File: config.mk
export PLATFORM = sky130hd
export DESIGN_NAME = srs_reset_sequencer
export DESIGN_NICKNAME = d
export VERILOG_FILES = /design/src/logic/srs_pkg.sv /design/src/logic/srs_reset_sequencer.sv
export SDC_FILE = /design/constraint.sdc
export NUM_CORES = 1
export LEC_CHECK = 0
export BUFFER_PORTS_ARGS = -buffer_cell sky130_fd_sc_hd__buf_2
export CORE_MARGIN = 2
export CORE_UTILIZATION = 52
export DETAILED_ROUTE_END_ITERATION = 8
export MAX_ROUTING_LAYER = met4
export PLACE_DENSITY = 0.79
export SKIP_LAST_GASP = 1
export SLEW_MARGIN = 5
export SYNTH_ARGS = -nofsm -noshare
export SYNTH_HDL_FRONTEND = slang
export SYNTH_SLANG_ARGS = --single-unit
File: constraint.sdc
create_clock -name sys_clk_i -period 3.7 [get_ports sys_clk_i]
set_input_delay 0.37 -clock sys_clk_i [delete_from_list [all_inputs] [get_ports sys_clk_i]]
set_output_delay 0.37 -clock sys_clk_i [all_outputs]
set_load 0.05 [all_outputs]
File: src/logic/srs_pkg.sv
// package for the system reset sequencer: timing counts, config layout, states
package srs_pkg;
  // -------------------------------------------------------------------------
  // timing
  // -------------------------------------------------------------------------
  localparam int unsigned SEQ_CYCLES     = 516;               // cycles of one reset sequence
  localparam int unsigned CNT_W          = 10;
  localparam logic [9:0]  SEQ_LAST       = 10'(SEQ_CYCLES - 1);
  localparam logic [9:0]  CNT_ZERO       = 10'h000;
  localparam logic [9:0]  CNT_ONE        = 10'h001;
  // -------------------------------------------------------------------------
  // configuration port and fetch address
  // -------------------------------------------------------------------------
  localparam int unsigned CFG_W          = 16;
  localparam logic [15:0] CFG_RST        = 16'h0000;
  localparam int unsigned ADP_BIT        = 0;                 // adapt-mode select position
  localparam logic [23:0] START_ADDR     = 24'h000000;        // segment 0, offset 0
  localparam logic [23:0] ADDR_RST       = 24'h000000;
  // -------------------------------------------------------------------------
  // reset causes and sequencer states
  // -------------------------------------------------------------------------
  typedef enum logic [1:0] {SRS_SRC_NONE, SRS_SRC_HW, SRS_SRC_SW, SRS_SRC_WDOG} srs_src_t;
  typedef enum {SRS_RUN, SRS_BUSWAIT, SRS_COUNT, SRS_EXTEND} srs_state_t;
endpackage

File: src/logic/srs_reset_sequencer.sv
// system reset sequencer: entry handling, 516-cycle sequence, extension, release
`timescale 1ns/1ns
module srs_reset_sequencer (
  // clock and reset
  input  wire logic        sys_clk_i,
  input  wire logic        rst_b_i,
  // reset sources
  input  wire logic        reset_in_n_i,
  input  wire logic        software_reset_instr_i,
  input  wire logic        watchdog_overflow_i,
  input  wire logic        watchdog_service_i,
  input  wire logic        end_init_instr_i,
  input  wire logic        boot_loader_mode_i,
  // cpu access state
  input  wire logic        int_access_busy_i,
  input  wire logic        ext_cycle_busy_i,
  input  wire logic        ext_uses_ready_i,
  input  wire logic        ext_waits_done_i,
  input  wire logic        ready_n_i,
  // configuration port pins
  input  wire logic [15:0] config_port_i,
  // bus control
  output logic             hold_cancel_o,
  output logic             ext_abort_o,
  output logic             pins_tristate_o,
  output logic             dir_clear_o,
  output logic             ale_o,
  output logic             rd_n_o,
  output logic             wr_n_o,
  // status and results
  output logic             int_reset_o,
  output logic             reset_out_n_o,
  output logic             watchdog_reset_flag_o,
  output logic [15:0]      config_latch_o,
  output logic             adapt_mode_select_o,
  output logic             fetch_start_o,
  output logic [23:0]      fetch_addr_o
);
  // -------------------------------------------------------------------------
  // reset release and input synchronisers
  // -------------------------------------------------------------------------
  logic rst_s1_r, rst_n_r;
  logic rin_s1_r, rin_s2_r, rin_d_r;

  // async assert, synchronous release of the block reset
  always_ff @(posedge sys_clk_i or negedge rst_b_i) begin
    if (!rst_b_i) begin
      rst_s1_r <= 1'b0;
      rst_n_r  <= 1'b0;
    end else begin
      rst_s1_r <= 1'b1;
      rst_n_r  <= rst_s1_r;
    end
  end

  // two-stage sync of the pin; rin_d_r is a third stage used only for edge finding
  always_ff @(posedge sys_clk_i or negedge rst_n_r) begin
    if (!rst_n_r) begin
      rin_s1_r <= 1'b1;
      rin_s2_r <= 1'b1;
      rin_d_r  <= 1'b1;
    end else begin
      rin_s1_r <= reset_in_n_i;
      rin_s2_r <= rin_s1_r;
      rin_d_r  <= rin_s2_r;
    end
  end

  // -------------------------------------------------------------------------
  // request decode
  // -------------------------------------------------------------------------
  // a pulse shorter than the sync chain may still land on a sample edge and count
  wire hw_req   = !rin_s2_r;
  wire sw_req   = software_reset_instr_i;
  wire wd_req   = watchdog_overflow_i && !boot_loader_mode_i;
  wire rin_rise = rin_s2_r && !rin_d_r;
  wire any_req  = hw_req || sw_req || wd_req;
  // hardware first, then software, then watchdog
  wire srs_pkg::srs_src_t req_src = hw_req ? srs_pkg::SRS_SRC_HW :
                                    sw_req ? srs_pkg::SRS_SRC_SW :
                                    wd_req ? srs_pkg::SRS_SRC_WDOG :
                                             srs_pkg::SRS_SRC_NONE;

  // -------------------------------------------------------------------------
  // sequencer state
  // -------------------------------------------------------------------------
  srs_pkg::srs_state_t state_r, state_nxt;
  srs_pkg::srs_src_t   src_r, src_nxt;
  logic [9:0]          cnt_r, cnt_nxt;
  logic                release_nxt;

  // a watchdog entry may only leave the external cycle once the watchdog rules say so
  wire wd_ext_complete = !ext_cycle_busy_i || !ext_uses_ready_i
                         || (ext_waits_done_i && !ready_n_i);
  wire wd_ext_abort    = ext_cycle_busy_i && ext_uses_ready_i
                         && ext_waits_done_i && ready_n_i;
  wire entry_done      = !int_access_busy_i
                         && ((src_r != srs_pkg::SRS_SRC_WDOG) || wd_ext_complete || wd_ext_abort);
  wire seq_end         = (cnt_r == srs_pkg::SEQ_LAST);

  // next-state logic; requests during counting are ignored so the count is not restarted
  always_comb begin
    state_nxt   = state_r;
    src_nxt     = src_r;
    cnt_nxt     = cnt_r;
    release_nxt = 1'b0;
    case (state_r)
      srs_pkg::SRS_RUN: begin
        if (any_req) begin
          src_nxt   = req_src;
          state_nxt = srs_pkg::SRS_BUSWAIT;
        end
      end
      srs_pkg::SRS_BUSWAIT: begin
        if (entry_done) begin
          state_nxt = srs_pkg::SRS_COUNT;
          cnt_nxt   = srs_pkg::CNT_ZERO;
        end
      end
      srs_pkg::SRS_COUNT: begin
        cnt_nxt = cnt_r + srs_pkg::CNT_ONE;
        if (seq_end) begin
          cnt_nxt = srs_pkg::CNT_ZERO;
          if (!rin_s2_r) begin
            state_nxt = srs_pkg::SRS_EXTEND;
          end else begin
            state_nxt   = srs_pkg::SRS_RUN;
            release_nxt = 1'b1;
          end
        end
      end
      srs_pkg::SRS_EXTEND: begin
        if (rin_s2_r) begin
          state_nxt   = srs_pkg::SRS_RUN;
          release_nxt = 1'b1;
        end
      end
      default: begin
        state_nxt = srs_pkg::SRS_RUN;
      end
    endcase
  end

  // state registers
  always_ff @(posedge sys_clk_i or negedge rst_n_r) begin
    if (!rst_n_r) begin
      state_r <= srs_pkg::SRS_RUN;
      src_r   <= srs_pkg::SRS_SRC_NONE;
      cnt_r   <= srs_pkg::CNT_ZERO;
    end else begin
      state_r <= state_nxt;
      src_r   <= src_nxt;
      cnt_r   <= cnt_nxt;
    end
  end

  // -------------------------------------------------------------------------
  // output decode
  // -------------------------------------------------------------------------
  wire in_entry   = (state_nxt == srs_pkg::SRS_BUSWAIT);
  wire in_reset   = (state_nxt != srs_pkg::SRS_RUN);
  wire seq_active = (state_nxt == srs_pkg::SRS_COUNT) || (state_nxt == srs_pkg::SRS_EXTEND);
  // a watchdog entry only aborts at edges where its ready check fails; the first such edge with no internal access busy leaves entry
  wire abort_wdog = (state_r == srs_pkg::SRS_BUSWAIT) && (src_r == srs_pkg::SRS_SRC_WDOG) && wd_ext_abort;
  wire abort_nxt  = (in_entry && (src_nxt != srs_pkg::SRS_SRC_WDOG)) || abort_wdog;
  wire wdflag_set = (state_r == srs_pkg::SRS_RUN) && (req_src == srs_pkg::SRS_SRC_WDOG);
  wire wdflag_clr = (state_r == srs_pkg::SRS_RUN) && (req_src == srs_pkg::SRS_SRC_HW) || watchdog_service_i;

  // all outputs registered; strobes held idle in every state, reset included
  always_ff @(posedge sys_clk_i or negedge rst_n_r) begin
    if (!rst_n_r) begin
      hold_cancel_o         <= 1'b1;
      ext_abort_o           <= 1'b0;
      pins_tristate_o       <= 1'b1;
      dir_clear_o           <= 1'b1;
      ale_o                 <= 1'b0;
      rd_n_o                <= 1'b1;
      wr_n_o                <= 1'b1;
      int_reset_o           <= 1'b1;
      reset_out_n_o         <= 1'b0;
      watchdog_reset_flag_o <= 1'b0;
      fetch_start_o         <= 1'b0;
      fetch_addr_o          <= srs_pkg::ADDR_RST;
    end else begin
      hold_cancel_o   <= in_reset;
      ext_abort_o     <= abort_nxt;
      pins_tristate_o <= seq_active;
      dir_clear_o     <= seq_active;
      ale_o           <= 1'b0;
      rd_n_o          <= 1'b1;
      wr_n_o          <= 1'b1;
      int_reset_o     <= seq_active;
      fetch_start_o   <= release_nxt;
      if (release_nxt) begin
        fetch_addr_o <= srs_pkg::START_ADDR;
      end
      // low from reset entry, high only on end-of-init after release
      if (in_reset) begin
        reset_out_n_o <= 1'b0;
      end else if (end_init_instr_i) begin
        reset_out_n_o <= 1'b1;
      end
      // set wins over a same-cycle service
      if (wdflag_set) begin
        watchdog_reset_flag_o <= 1'b1;
      end else if (wdflag_clr) begin
        watchdog_reset_flag_o <= 1'b0;
      end
    end
  end

  // configuration latch on release, adapt bit on reset-input rising edge
  always_ff @(posedge sys_clk_i or negedge rst_n_r) begin
    if (!rst_n_r) begin
      config_latch_o      <= srs_pkg::CFG_RST;
      adapt_mode_select_o <= 1'b0;
    end else begin
      if (release_nxt) begin
        config_latch_o <= config_port_i;
      end
      if (rin_rise) begin
        adapt_mode_select_o <= config_port_i[srs_pkg::ADP_BIT];
      end
    end
  end
endmodule

Word level (Yosys, flattened, before mapping)
Index checks and enable logic that the tools add are counted.
Word-level totals
  register bits: 72
  bits in latches: 0
  RAM bits: 0
  bits in read-only memories: 0
  memories: 0
Operators by class
  add/sub/neg operators: 1
  $mul: 0
  divide/modulo/power cells: 0
  $lt $le $gt $ge: 0
  eq/ne operators: 14
  shift operators: 0
  multiplexer cells: 21
  bitwise operators: 0
  reduce and logical (&&, ||, !) cells: 35
Operators with widths (number)
  32-bit by 2-bit == test with 1-bit output (second input constant): 4
  32-bit 2-to-1 mux: 4
  32-bit one-hot mux with 4 select lines: 1
  32-bit by 3-bit == test with 1-bit output (second input constant): 2
  32-bit zero test: 2
  32-bit by 1-bit == test with 1-bit output (second input constant): 1
  32-bit nonzero test: 1
  10-bit 2-to-1 mux: 2
  10-bit one-hot mux with 2 select lines: 1
  1-bit logical AND: 12
  2-bit 2-to-1 mux: 6
  10-bit by 1-bit adder with 10-bit output (second input constant): 1
  10-bit == test (second input constant): 1
  1-bit logical OR: 9
  1-bit zero test: 7
  1-bit 2-to-1 mux: 6
  2-bit != test (second input constant): 3
  2-bit nonzero test: 3
  2-bit == test (second input constant): 2
  2-bit by 1-bit == test with 1-bit output (second input constant): 1
  1-bit one-hot mux with 2 select lines: 1
  2-bit AND reduction: 1

Longest topological paths before layout
  word-level depth: 11
  mapped depth: 8
  mapped depth without buffers: 6

Worst setup path before layout
Ideal clock, no wire load.
  kind: flip-flop to flip-flop
  start: reg cnt_r[3]
  end: reg config_latch_o[10]
  arrival: 1.988 ns
  required time: 3.575 ns
  path slack: 1.586 ns
  cell stages (with the launch flop): 8
  path buffers: 2
  period minus slack after synthesis: 2.114 ns
  cell sequence: dfrtp_1 > or4b_4 > nor3_4 > o211a_1 > and2_4 > buf_12 > buf_12 > mux2_4
Between the ends
  cells in the longest elaborated chain, start to end: 3
Ends and longest elaborated chain
  start, declared: line srs_reset_sequencer.sv:89  | logic [9:0] cnt_r, cnt_nxt;
  start signal, assigned: line srs_reset_sequencer.sv:149  | cnt_r <= srs_pkg::CNT_ZERO;
  start signal, assigned: line srs_reset_sequencer.sv:153  | cnt_r <= cnt_nxt;
  10-bit == test: line srs_reset_sequencer.sv:99  | wire seq_end = (cnt_r == srs_pkg::SEQ_LAST);
  1-bit 2-to-1 mux: line srs_reset_sequencer.sv:122  | if (seq_end) begin
  1-bit one-hot mux with 2 select lines: line srs_reset_sequencer.sv:107  | case (state_r)
  via release_nxt: line srs_reset_sequencer.sv:90  | logic release_nxt;
  end signal, assigned: line srs_reset_sequencer.sv:215  | config_latch_o <= srs_pkg::CFG_RST;
  end signal, assigned: line srs_reset_sequencer.sv:219  | config_latch_o <= config_port_i;
  end, declared: line srs_reset_sequencer.sv:34  | output logic [15:0] config_latch_o,
The timed path passes the listed nets, and every way through them passes these cells.
A chain may end at the register's enable or synchronous reset.

Worst setup path after layout
  start: reg cnt_r[3]
  end: reg config_latch_o[2]
Between the ends
  cells in the longest elaborated chain, start to end: 3
Ends and longest elaborated chain (line)
  10-bit == test: srs_reset_sequencer.sv:99
  1-bit 2-to-1 mux: srs_reset_sequencer.sv:122
  1-bit one-hot mux with 2 select lines: srs_reset_sequencer.sv:107
No other way between the ends.

==> results.json <==
{
  "status": "completed",
  "place_congestion": 0.878,
  "drtAntennaViolNets": 0,
  "post_synth_inst_count": 231,
  "maxSlewHeadroom_pct": 31.7,
  "fp.coreArea_sq_um": 5510,
  "synthesis.yosys.warnings": 0,
  "first_global_vias": 1791,
  "clock-skew-final_ns": 0.00652,
  "root_buffer": "sky130_fd_sc_hd__clkbuf_8",
  "routedWlPerCell_microns": 12.2,
  "synth_top_area_cell": "sky130_fd_sc_hd__dfrtp_1",
  "finalCritPeriodShare_pct": 59.6,
  "min_path_type": "primary input to flip-flop",
  "worstReg2RegStart": "cnt_r[3]$_DFFE_PN0P_",
  "power_leakage_nw": 1.75,
  "grt_max_degree": 51,
  "first_pass_grt_wire_length_microns": 7910,
  "finish.net_count": 346,
  "rows": 27,
  "buffer_ports.inserted": 53,
  "start_util_pct": 53.6,
  "synth.lib_cells_used.distinct": 47,
  "fin_crit_ns": 2.21,
  "rsz0062_at_grt": "false",
  "mappedNetlistArea_sq_um": 2950,
  "post_dr_vias_cell": 4.73,
  "layoutNonFillerInstCount": 393,
  "yosysSeqAreaShare_pct": 61.2,
  "synth.avg_cell_area_sq_um": 12.8,
  "cp-start-kind": "flip-flop",
  "tritoncts": "done",
  "critPathMaxFanout": 17,
  "final-hold-violation-count": 0,
  "final_total_negative_setup_slack_ns": 0,
  "wl_microns": 4800,
  "number_of_endpoints_failing_setup_at_the_final_stage": 0,
  "postSynth.topFlopCell": "sky130_fd_sc_hd__dfrtp_1",
  "io-pin-count": 81,
  "vdd.ir_drop.worst_mv": 0.289,
  "synth.area.top_cells": "sky130_fd_sc_hd__dfrtp_1 57%, sky130_fd_sc_hd__buf_4 7.4%, sky130_fd_sc_hd__mux2_4 4.6%",
  "max_slew.worst_pin.slew_ns": 1.02,
  "cp.required_ns": 3.93,
  "tritoncts.num_buffers": 9,
  "clock-sinks": 72,
  "global_route.usage.total_pct": 17.1,
  "netlist.area_leader.share_pct": 56.8,
  "maxClockFrequency_mhz": 453,
  "synth-edff-count": 0,
  "dieHeight_microns": 79.4,
  "clk_transition_reported_paths_ns": 0.08,
  "die-area_sq_um": 6300,
  "critical_path_arrival_ns": 2.43,
  "critPathCaptureType": "flip-flop",
  "ys_seq_elements": 72,
  "first_pass_drt_iterations": 4,
  "post-dp-hpwl_microns": 3400,
  "antennaDiodeCount": 0,
  "global_route.overflow_total": 0,
  "dieWidth_microns": 79.4,
  "htreeDepth": 3,
  "area.growth.synth_to_final_pct": 17.2,
  "placed_cells": 376,
  "p_per_area_nw_per_um2": 448,
  "critPathKind": "flip-flop to flip-flop",
  "antenna_found_initial": 0,
  "drc_errors": 0,
  "clock_latency_ns": 0.34,
  "layout-drive-gt1-share_pct": 30.8,
  "worstSetupStartpoint": "cnt_r[3]$_DFFE_PN0P_",
  "vias": 1857,
  "max_capacitance_violation_count": 0,
  "timing.final.max_slew_violations": 0,
  "clock_path_buffers": 2,
  "dr.first_iter.drc_count": 105,
  "worst_hold_startpoint": "reset_in_n_i",
  "async_reset_ff_share_pct": 100
}
[Yosys cell counts (5+ instances only)]
master	number
sky130_fd_sc_hd__o21ai_0	7
sky130_fd_sc_hd__nand2b_1	5
sky130_fd_sc_hd__dfrtp_1	67
sky130_fd_sc_hd__buf_4	29
sky130_fd_sc_hd__clkbuf_1	5
sky130_fd_sc_hd__nand2_1	16
sky130_fd_sc_hd__mux2_4	9
sky130_fd_sc_hd__dfstp_2	5
sky130_fd_sc_hd__nor2_1	10
sky130_fd_sc_hd__mux2_2	8
sky130_fd_sc_hd__nand4_1	7
sky130_fd_sc_hd__nor4_1	9
[worst paths after layout]
kind                                                       to  slack, ns  cells past startpoint
worst max-delay path            config_latch_o[2]$_DFFE_PN0P_       1.49                      5
min in group asynchronous                  rst_s1_r$_DFF_PN0_       0.34                      2
worst min-delay path                       rin_s1_r$_DFF_PN1_       0.13                      1
max in group asynchronous                   rin_d_r$_DFF_PN1_       2.33                      1
worst min register to register             rin_s2_r$_DFF_PN1_       0.36                      0
worst max register to register  config_latch_o[2]$_DFFE_PN0P_       1.49                      5
[cells by family (layout without fill, tap and decap cells)]
group           after synthesis  count (layout)  synth area share (%)
other cells                   2              58                 0.254
simple gates                 68              68                  12.9
buf+inv                      39              73                  9.79
fa+ha+maj                     1               1                 0.424
mux                          17              17                  7.63
flops                        72              72                  61.2
compound gates               29              29                  6.91
xor+xnor                      3               3                 0.890
[layer usage]
| metal | vias up | GRT usage, % | wire length (microns) |
|---|---|---|---|
| li1 | 893 | - | - |
| met1 | 886 | 20.4 | 2030 |
| met2 | 66 | 26.3 | 2330 |
| met3 | 12 | 3.86 | 300 |
| met4 | 0 | 11.4 | 137 |
| met5 | - | - | 0 |
[layout by cell type (no fill, tap or decap), types with 7 or more instances in the layout]
cell	netlist	layout
sky130_fd_sc_hd__mux2_2	8	8
sky130_fd_sc_hd__mux2_4	9	9
sky130_fd_sc_hd__o21ai_0	7	7
sky130_fd_sc_hd__nor4_1	9	9
sky130_fd_sc_hd__buf_2	1	53
sky130_fd_sc_hd__nand2_1	16	16
sky130_fd_sc_hd__conb_1	2	58
sky130_fd_sc_hd__nand4_1	7	7
sky130_fd_sc_hd__dfrtp_1	67	66
sky130_fd_sc_hd__nor2_1	10	10
sky130_fd_sc_hd__clkbuf_8	0	10
[metrics by stage]
stage	setup WS (ns)	hold WS, ns	total power (W)	instance area, sq um	utilization [%]
3_3_place_gp	1.54	0.155	0.000940	3250	58.9
5_1_grt	1.36	0.119	0.00161	3460	62.8
3_5_place_dp	1.49	0.158	0.000942	3250	58.9
2_1_floorplan	1.56	0.0744	0.000938	3160	-
4_1_cts	1.48	0.114	0.00156	3460	62.8
6_report	1.49	0.130	0.00155	3460	62.8
[repair_timing]
item                      CTS  global route
hold endpoints to repair    2             0
hold buffers                1             0
gates resized for setup     0             0
setup buffers               0             0
[worst max-delay path, stage by stage (launching register included)]
cell and delay [ns]:
sky130_fd_sc_hd__dfrtp_1 0.42, sky130_fd_sc_hd__or4b_4 0.57, sky130_fd_sc_hd__nor3_4 0.22, sky130_fd_sc_hd__o211a_1 0.19
sky130_fd_sc_hd__and2_4 0.32, sky130_fd_sc_hd__mux2_2 0.38
[power breakdown]
part / switching (W) / internal, W
clock network: 0.000291 / 0.000332
logic: 0.0000827 / 0.0000175
registers: 0.0000181 / 0.000809
total: 0.000392 / 0.00116
[flip-flops by register name, indices dropped and copies added, names as in the netlist]
name,flops
state_r,32
int_reset_o,1
src_r,2
cnt_r,10
config_latch_o,16
hold_cancel_o,1
ext_abort_o,1
rin_s1_r,1
rst_n_r,1
rin_d_r,1
rst_s1_r,1
fetch_start_o,1
adapt_mode_select_o,1
reset_out_n_o,1
rin_s2_r,1
watchdog_reset_flag_o,1
[final cells by class]
class	instances	area, sq um
Timing Repair Buffer	55	283
Multi-Input combinational cell	176	1070
Sequential cell	72	1810
Inverter	2	7.51
Tap cell	72	90.1
Clock buffer	10	138
Fill cell	447	2050
Clock inverter	6	67.6
Power figures use the tool's default switching activity.
